<file path="src/common/rdy_cfg.svh">
// constants for the external bus ready and wait-state controller
// assumes inclusion by the package and by the design files only
`ifndef RDY_CFG_SVH
`define RDY_CFG_SVH
`define RDY_REG_CTRL 4'h0
`define RDY_REG_PHASE 4'h1
`define RDY_REG_STAT 4'h2
`define RDY_REG_COUNT 4'h3
`define RDY_CTRL_POL_BIT 0
`define RDY_CTRL_ASYNC_BIT 1
`define RDY_PH_LEN_W 5
`define RDY_PH_E_LSB 0
`define RDY_PH_E_MSB 4
`define RDY_PH_C_LSB 8
`define RDY_PH_C_MSB 9
`define RDY_PH_RST 16'h0000
`define RDY_CTRL_RST 2'h0
`define RDY_CNT_W 16
`define RDY_CLKDIV_HALF 2'h1
`define RDY_ASYNC_EXTRA 5'h01
`define RDY_ONE_5 5'h01
`define RDY_ONE_16 16'h0001
`endif

</file>
<file path="src/common/rdy_pkg.sv">
// types for the external bus ready and wait-state controller
// assumes rdy_cfg.svh sits on the include path
`include "rdy_cfg.svh"
package rdy_pkg;
  typedef enum logic [3:0] {
    RDY_IDLE = 4'h1,
    RDY_CMD = 4'h2,
    RDY_ACC = 4'h4,
    RDY_WAIT = 4'h8
  } rdy_state_e;
  typedef struct packed {
    logic start;
    logic is_write;
  } rdy_req_s;
  typedef struct packed {
    logic cmd_n;
    logic wr_n;
    logic done;
    logic busy;
  } rdy_bus_s;
  typedef struct packed {
    logic [3:0] addr;
    logic [15:0] wdata;
    logic wr;
    logic rd;
  } rdy_reg_s;
endpackage

</file>
<file path="src/core/rdy_sync.sv">
// two-stage synchroniser for the external ready pin
// assumes the input may change at any time relative to core_clk
`timescale 1ns/1ns
`default_nettype none
module rdy_sync (
  // clock and reset
  input wire logic core_clk,
  input wire logic rst,
  // level in and out
  input wire logic din,
  output logic dout
);
  typedef struct packed {
    logic s1;
    logic s2;
  } rdy_sync_s;
  rdy_sync_s st_r;
  rdy_sync_s st_nxt;
  // first stage feeds only the second stage
  always_comb begin
    st_nxt.s1 = din;
    st_nxt.s2 = st_r.s1;
  end
  always_ff @(posedge core_clk or posedge rst) begin
    if (rst) begin
      st_r <= '0;
    end else begin
      st_r <= st_nxt;
    end
  end
  assign dout = st_r.s2;
endmodule
`default_nettype wire

</file>
<file path="src/core/rdy_ctrl.sv">
// ready handshake and wait-state control of one external bus cycle
// assumes a bus controller that pulses start and holds ready pin wiring
//
// Functional notes
// - ready polarity is chosen by a control bit, high or low active
// - synchronous mode samples the pin directly, no extra stage
// - asynchronous mode adds a synchroniser and, for access phase lengths 1 to 30, at least one wait state
// - first sample point follows the programmed phase lengths
// - inactive sample inserts one ready wait state, then sample again
// - active sample terminates the running bus cycle
// - asynchronous sample point is later than the synchronous one for access phase lengths 1 to 30
// - ready ignored until access phase mandatory waits are over
`timescale 1ns/1ns
`default_nettype none
`include "rdy_cfg.svh"
module rdy_ctrl (
  // clock and reset
  input wire logic core_clk,
  input wire logic rst,
  // register port
  input wire rdy_pkg::rdy_reg_s reg_in,
  output logic [15:0] reg_rdata,
  // cycle request from the bus controller
  input wire rdy_pkg::rdy_req_s req,
  // external pins
  input wire logic ready_pin,
  output logic bus_reference_clock_out,
  // cycle status
  output rdy_pkg::rdy_bus_s bus_out
);
  import rdy_pkg::*;

  typedef struct packed {
    logic [1:0] ctrl;
    logic [15:0] phase;
    rdy_state_e state;
    logic [4:0] cnt;
    logic is_write;
    logic [15:0] waits;
    logic [15:0] last_waits;
    logic [15:0] cycles;
    logic [15:0] rdata;
    logic [1:0] div;
    logic clk_out;
    rdy_bus_s bus;
  } rdy_ctrl_s;

  rdy_ctrl_s st_r;
  rdy_ctrl_s st_nxt;
  logic ready_async;

  function automatic logic [15:0] inc16(input logic [15:0] v);
    inc16 = v + `RDY_ONE_16;
  endfunction

  // =====================================================
  // ready input conditioning
  // flip-flop pair
  rdy_sync u_sync (
    .core_clk(core_clk),
    .rst(rst),
    .din(ready_pin),
    .dout(ready_async)
  );

  logic pol_low;
  logic async_mode;
  logic ready_raw;
  logic ready_act;
  logic [4:0] acc_len;
  logic [4:0] cmd_len;
  assign pol_low = st_r.ctrl[`RDY_CTRL_POL_BIT];
  assign async_mode = st_r.ctrl[`RDY_CTRL_ASYNC_BIT];
  assign acc_len = st_r.phase[`RDY_PH_E_MSB:`RDY_PH_E_LSB];
  assign cmd_len = 5'(st_r.phase[`RDY_PH_C_MSB:`RDY_PH_C_LSB]);
  // synchronised value only in async mode
  assign ready_raw = async_mode ? ready_async : ready_pin;
  assign ready_act = ready_raw ^ pol_low;

  // =====================================================
  // state update
  always_comb begin
    st_nxt = st_r;
    st_nxt.bus.done = 1'b0;
    // reference clock: core clock divided by two
    st_nxt.div = st_r.div + `RDY_CLKDIV_HALF;
    st_nxt.clk_out = st_nxt.div[0];
    case (st_r.state)
      RDY_IDLE: begin
        if (req.start) begin
          st_nxt.is_write = req.is_write;
          st_nxt.waits = '0;
          st_nxt.cnt = cmd_len;
          st_nxt.bus.busy = 1'b1;
          st_nxt.state = (cmd_len == '0) ? RDY_ACC : RDY_CMD;
          if (cmd_len == '0) begin
            // async sample point one clock later for access phase lengths 1 to 30
            st_nxt.cnt = async_mode ? acc_len + `RDY_ASYNC_EXTRA : acc_len;
            st_nxt.bus.cmd_n = 1'b0;
            st_nxt.bus.wr_n = ~req.is_write;
          end
        end
      end
      RDY_CMD: begin
        st_nxt.cnt = st_r.cnt - `RDY_ONE_5;
        if (st_r.cnt == `RDY_ONE_5) begin
          st_nxt.state = RDY_ACC;
          st_nxt.cnt = async_mode ? acc_len + `RDY_ASYNC_EXTRA : acc_len;
          st_nxt.bus.cmd_n = 1'b0;
          st_nxt.bus.wr_n = ~st_r.is_write;
        end
      end
      RDY_ACC: begin
        if (st_r.cnt > `RDY_ONE_5) begin
          st_nxt.cnt = st_r.cnt - `RDY_ONE_5;
        end else begin
          st_nxt.state = RDY_WAIT;
        end
      end
      RDY_WAIT: begin
        if (ready_act) begin
          st_nxt.state = RDY_IDLE;
          st_nxt.bus.cmd_n = 1'b1;
          st_nxt.bus.wr_n = 1'b1;
          st_nxt.bus.busy = 1'b0;
          st_nxt.bus.done = 1'b1;
          st_nxt.last_waits = st_r.waits;
          st_nxt.cycles = inc16(st_r.cycles);
        end else begin
          // one ready wait state, sample again
          st_nxt.waits = inc16(st_r.waits);
        end
      end
      default: begin
        st_nxt.state = RDY_IDLE;
      end
    endcase
    // register port; config writes take effect on the next clock, also inside a running cycle
    if (reg_in.wr) begin
      case (reg_in.addr)
        `RDY_REG_CTRL: st_nxt.ctrl = reg_in.wdata[1:0];
        `RDY_REG_PHASE: st_nxt.phase = reg_in.wdata;
        default: ;
      endcase
    end
    st_nxt.rdata = '0;
    if (reg_in.rd) begin
      case (reg_in.addr)
        `RDY_REG_CTRL: st_nxt.rdata = {14'h0000, st_r.ctrl};
        `RDY_REG_PHASE: st_nxt.rdata = st_r.phase;
        `RDY_REG_STAT: st_nxt.rdata = {11'h000, st_r.state, st_r.bus.busy};
        `RDY_REG_COUNT: st_nxt.rdata = st_r.last_waits;
        default: st_nxt.rdata = '0;
      endcase
    end
  end

  always_ff @(posedge core_clk or posedge rst) begin
    if (rst) begin
      st_r <= '0;
      st_r.ctrl <= `RDY_CTRL_RST;
      st_r.phase <= `RDY_PH_RST;
      st_r.state <= RDY_IDLE;
      st_r.bus.cmd_n <= 1'b1;
      st_r.bus.wr_n <= 1'b1;
    end else begin
      st_r <= st_nxt;
    end
  end

  assign reg_rdata = st_r.rdata;
  assign bus_reference_clock_out = st_r.clk_out;
  assign bus_out = st_r.bus;
endmodule
`default_nettype wire

</file>
<file path="config.mk">
export PLATFORM = sky130hd
export DESIGN_NAME = rdy_ctrl
export DESIGN_NICKNAME = d
export VERILOG_FILES = /design/src/common/rdy_pkg.sv /design/src/core/rdy_sync.sv /design/src/core/rdy_ctrl.sv
export VERILOG_INCLUDE_DIRS = /design/src /design/src/common
export SDC_FILE = /design/constraint.sdc
export NUM_CORES = 1
export LEC_CHECK = 0
export CAP_MARGIN = 5
export CORE_UTILIZATION = 50
export CTS_CLUSTER_DIAMETER = 80
export DETAILED_ROUTE_END_ITERATION = 16
export DONT_BUFFER_PORTS = 1
export SETUP_SLACK_MARGIN = 0.5
export SLEW_MARGIN = 20
export SYNTH_ARGS = -nofsm -noshare
export SYNTH_HDL_FRONTEND = slang
export SYNTH_SLANG_ARGS = --single-unit
</file>
<file path="constraint.sdc">
create_clock -name core_clk -period 7 [get_ports core_clk]
set_clock_uncertainty 0.1 [all_clocks]
set_input_delay 0 -clock core_clk [delete_from_list [all_inputs] [get_ports core_clk]]
set_output_delay 0 -clock core_clk [all_outputs]
set_load 0.05 [all_outputs]
</file>
# Yosys cells after proc, flatten, opt, wreduce, memory -nomap -nowiden
# Cells that the tools add are included.
op_classes:
  mux: 23
  n_reduce_logical: 14
  addsub: 4
  bitwise_logic: 3
  n_eq_ne: 15
  n_lt_le_gt_ge: 1
ops:
  columns: ["op", "count"]
  rows:
  - ["one-hot mux 16 bit (4 select lines)", 1]
  - ["two-way mux 16 bit", 2]
  - ["one-hot mux 16 bit (2 select lines)", 1]
  - ["two-way mux 26 bit", 1]
  - ["adder 16 x 1 -> 16 bit (second input constant)", 1]
  - ["one-hot mux 4 bit (4 select lines)", 1]
  - ["two-way mux 5 bit", 3]
  - ["one-hot mux 5 bit (3 select lines)", 1]
  - ["inequality test 2 bit (second input constant)", 7]
  - ["== test 4 x 2 -> 1 bit (second input constant)", 3]
  - ["two-way mux 4 bit", 3]
  - ["two-way mux 9 bit", 1]
  - ["AND reduction 3 bit", 3]
  - ["== test 4 x 1 -> 1 bit (second input constant)", 2]
  - ["AND reduction 2 bit", 4]
  - ["two-way mux 2 bit", 3]
  - ["one-hot mux 2 bit (3 select lines)", 1]
  - ["nonzero test 3 bit", 2]
  - ["adder 5 x 1 -> 5 bit (second input constant)", 1]
  - ["== test 5 x 1 -> 1 bit (second input constant)", 1]
  - ["greater-than comparator 5 x 1 -> 1 bit (second input constant)", 1]
  - ["logical NOT 5 bit", 1]
  - ["AND reduction 5 bit", 1]
  - ["subtractor 5 x 1 -> 5 bit (second input constant)", 1]
  - ["11 further kinds", 14]
word_totals:
  out_inout_bits: 21
  inputBits: 27
  word_cells: 76
  reg_bits: 85

# Longest topological paths before layout
depth:
  depth_word: 5
  depth_mapped: 8
  depth_no_buf: 7

# By module
# From an unflattened synthesis, not the netlist that was laid out.
hier_totals:
  cells_unflattened: 375
  area_unflattened_um2: 4144.0
modules_own_cells:
  columns: ["module", "area_each_um2", "seq_area_each_um2", "cells_each", "n_inst"]
  rows:
  - ["rdy_ctrl", 4090.2, 2030.7, 372, 1]
  - ["rdy_sync", 53.8, 50.0, 3, 1]

# Least setup slack after synthesis
# Ideal clock, no wire load.
synth_path:
  path_type: "register to register"
  startpoint: "register st_r[73] in the netlist's numbering"
  endpoint: "register st_r[72] in the netlist's numbering"
  required_ns: 6.772
  n_path_buf: 0
  path_stages_with_launch: 7
  slack_ns: 4.922
  t_arrival_ns: 1.851
  setup_time_ns: 0.128
  period_less_slack_ns: 2.078
  path_cell_list: "dfrtp_1 -> inv_1 -> ha_1 -> or4b_1 -> a21oi_1 -> o221ai_1 -> mux2_1"
synth_between:
  elab_chain_cells: 3
  word_cells_on_any_way: 6
  cone_classes: "1 x order compare; 2 x eq/ne; 2 x mux; 1 x reduce/logical"
synth_rtl:
  columns: ["item", "line_no", "source"]
  rows:
  - ["from (decl)", "rdy_ctrl.sv:48", "rdy_ctrl_s st_r;"]
  - ["from (signal assigned)", "rdy_ctrl.sv:167", "st_r <= st_nxt;"]
  - ["greater-than comparator 5 x 1 -> 1 bit (no line) or == test 5 x 1 -> 1 bit (tied branches)", null, null]
  - ["inequality test 2 bit (no line) or two-way mux 9 bit (tied branches)", null, null]
  - ["AND reduction 3 bit (no line) or one-hot mux 5 bit (3 select lines) (tied branches)", null, null]
# Several ways; a longest one is shown, not always the timed one. The select of a mux whose other input is x is not followed.
# A chain may end at the register's enable or synchronous reset.

# Final worst setup path
layout_path:
  startpoint: "register st_r[77] in the netlist's numbering"
  endpoint: "register st_r[71] in the netlist's numbering"
layout_between:
  elab_chain_cells: 2
layout_rtl:
  columns: ["item", "line_no", "source"]
  rows:
  - ["== test 4 x 1 -> 1 bit", "rdy_ctrl.sv:88", "case (st_r.state)"]
  - ["AND reduction 2 bit (no line)", null, null]
# Every way passes these cells.

==> run_results.csv <==
group,metric,value,unit
status,outcome,"complete, no violations",
placement,io_buffer_count,0,
sta,period_minus_slack,2860,ps
cts,postCtsHoldBufs,32,
yosys,syn_area,0.00414,mm^2
min_path,min_from,"ready_pin",
cts,clk_pin_slew,80,ps
finish,areaGrowthSynthToFinish,10.7,%
placement,post-dp-hpwl,5.90,mm
power_and_ir_drop,p_int,901,uW
global_routing,grt_pass1_vias,2725,
power_and_ir_drop,switching_share,35.0,%
worst_setup_path,reg2reg_slack,4140,ps
worst_setup_path,cp-startpoint,"st_r[77]",
floorplan,die_height,93.0,um
cts,numCtsBuffers,9,
sta,tightestPinTransition,930,ps
floorplan,start_util,52.8,%
finish,multiInputGateArea,0.00178,mm^2
global_routing,grt_first_pass_wirelength,14.5,mm
cts,root_buffer,"clkbuf_8",
yosys,ys_seq_area_share,50.3,%
global_routing,grt_busiest_layer,"met1",
detailed_routing,wire_per_inst,18.1,um
yosys,synthFlopType,"dfrtp_1",
placement,gp_congestion,0.808,
global_routing,grt_use_met1,33.6,%
floorplan,die_w,93.0,um
cts,cts_tree,"done",
cts,cts.sinks,83,
global_routing,grt.overflow.total,0,
yosys,async_reset_ff_share,100,%
global_routing,grt_use_met3,3.66,%
floorplan,io-pin-count,48,
worst_setup_path,cp_data_required_time,7190,ps
worst_setup_path,critPathCaptureType,"flip-flop",
floorplan,rows,32,
finish,antenna_cells,0,
global_routing,grt_use_total,22.0,%
sta,hold_violations,0,
global_routing,grt_use_met2,31.5,%
detailed_routing,vias_per_cell,5.86,
min_path,hold_end,"st_r[55]",
sta,max_slew_margin,37.8,%
yosys,syn_inst,374,
sta,fmax,350,MHz
yosys,ys_seq_elements,83,
power_and_ir_drop,p_switching,486,uW
power_and_ir_drop,power.leakage,0.00199,uW
worst_setup_path,worstSetupPathType,"flip-flop to flip-flop",
detailed_routing,dr.pass1.iters,5,
floorplan,die-area,0.00865,mm^2
worst_setup_path,r2r-end,"st_r[71]",
finish,final_cell_mix,"dfrtp_1 (80), mux2_2 (36), dlygate4sd3_1 (32), nor2_1 (29), nand2_1 (24)",
sta,setup_viol,0,
finish,fin_nets,413,
yosys,synth_edf_count,0,
power_and_ir_drop,clockPowerShare,29.0,%
detailed_routing,drtAntennaViolNets,0,
yosys,syn_nets,405,
cts,cts_resized,0,
detailed_routing,drt-initial-drc-count,117,
yosys,synth_area_per_cell,11.1,um^2
worst_setup_path,crit_fanout,15,
sta,post-route-period-util,40.8,%
min_path,hold_depth,4,
finish,final-seq-area,0.00208,mm^2
power_and_ir_drop,irDropWorstVdd,0.155,mV
cts,cts.path.max_buffers,2,
worst_setup_path,cp-start-kind,"flip-flop",
floorplan,core_area,0.00785,mm^2
yosys,synth.distinct_cells,62,
finish,layout_commonest_cell,"dfrtp_1",
finish,fillCellCount,690,
run,maxCapViolations,0,
detailed_routing,routed_wirelength,8.86,mm
global_routing,grt_max_degree,84,
detailed_routing,vias,2865,
finish,drive_gt1_share,18.6,%
detailed_routing,drc,0,
cts,post-cts-setup-buffer-count,0,
cts,clkLatencyLatePin,370,ps
worst_setup_path,worstReg2RegStart,"st_r[77]",
power_and_ir_drop,powerDensity,303,mW/mm^2
power_and_ir_drop,seq_power_share,47.3,%
worst_setup_path,crit_arrival,3040,ps
min_path,hold_path_class,"input port to flip-flop",
sta,rsz0062_at_grt,"no",
sta,slew_violations,0,
cts,htreeDepth,3,
worst_setup_path,rr_worst_depth,6,
power_and_ir_drop,pwr-share-comb,23.7,%
finish,final_core_util,58.4,%
sta,setup_tns,0,ps
yosys,synth_warnings,0,
global_routing,antenna_found_initial,0,
power groups by stage:
stage	Sequential [uW]	Clock [uW]	Combinational (uW)
floorplan	595	0	313
global placement	662	0	296
detailed placement	665	0	302
CTS	656	410	326
global route	667	429	362
finish	656	403	328
cells by family after synthesis:
group	synth area share, %
compound gates	13.2
xor+xnor	1.93
fa+ha+maj	1.21
buf+inv	6.68
flops	50.3
mux	12.3
simple gates	14.4
layer usage:
metal,up-vias,routed length (um)
met1,1427,4540
met3,8,360
met2,68,3880
met5,-,0
met4,0,82
li1,1362,-
worst max-delay path by stage:
stage,end,cells past startpoint
global route,st_r[71],6
detailed placement,st_r[72],6
global placement,st_r[72],6
CTS,st_r[71],6
finish,st_r[71],6
floorplan,acc_len[0],1
critical path, cell delays in order (launching register included):
cell	delay, ps
dfstp_2	720
nand2_1	150
or2_2	350
nor2_1	720
nand2_1	110
nand2_1	90
dlygate4sd3_1	550
metrics by stage:
stage / std cells / total power, uW / hold slack, ps / cell area [um^2] / setup slack [ps]
floorplan: 374 / 908 / -68.6 / 4140 / 4770
global placement: 441 / 958 / -68.3 / 4030 / 4590
detailed placement: 441 / 967 / -68.2 / 4030 / 4590
CTS: 489 / 1390 / 5.38 / 4580 / 4160
global route: 489 / 1460 / 43.2 / 4580 / 4010
finish: 489 / 1390 / 7.06 / 4580 / 4140
synthesized netlist by cell type, types with 2 or more instances:
cell type,number,area (um^2)
mux2_2,36,405
nor2b_1,2,12.5
a21oi_1,20,100
nand2b_1,4,25.0
or4_1,7,52.6
or2_2,2,12.5
nor2_2,2,12.5
a22oi_1,14,105
nand3_1,8,40.0
clkbuf_1,8,30.0
dfstp_2,3,78.8
dfrtp_1,80,2000
nand4_1,6,37.5
and2_2,2,15.0
ha_1,4,50.1
nor2_1,29,109
nor3_1,2,10.0
a211o_1,2,17.5
nor3b_1,2,15.0
mux2i_1,2,20.0
nor4b_1,2,17.5
o22a_1,2,17.5
inv_1,8,30.0
o21ai_0,19,95.1
buf_4,20,150
xnor2_1,6,52.6
a21o_1,2,15.0
and3_1,6,37.5
o31ai_1,8,60.1
nand2_1,24,90.1
o21bai_1,2,15.0
buf_6,3,33.8
nor4b_2,2,30.0
buf_2,4,20.0
or3_1,4,25.0
registers in the layout, indices dropped and copies added (netlist names):
name / flops
acc_len: 5
async_mode: 1
bus_out: 4
cmd_len: 2
pol_low: 1
reg_rdata: 16
st_r: 52
u_sync.dout: 1
u_sync.st_nxt: 1
layout make-up:
cell class	instances	share of cell area [%]
Sequential cell	83	45.4
Multi-Input combinational cell	247	38.9
Timing Repair Buffer	33	7.23
Tap cell	102	2.78
Clock buffer	9	2.70
Clock inverter	7	2.29
Inverter	8	0.683
Power figures use the tool's default switching activity.
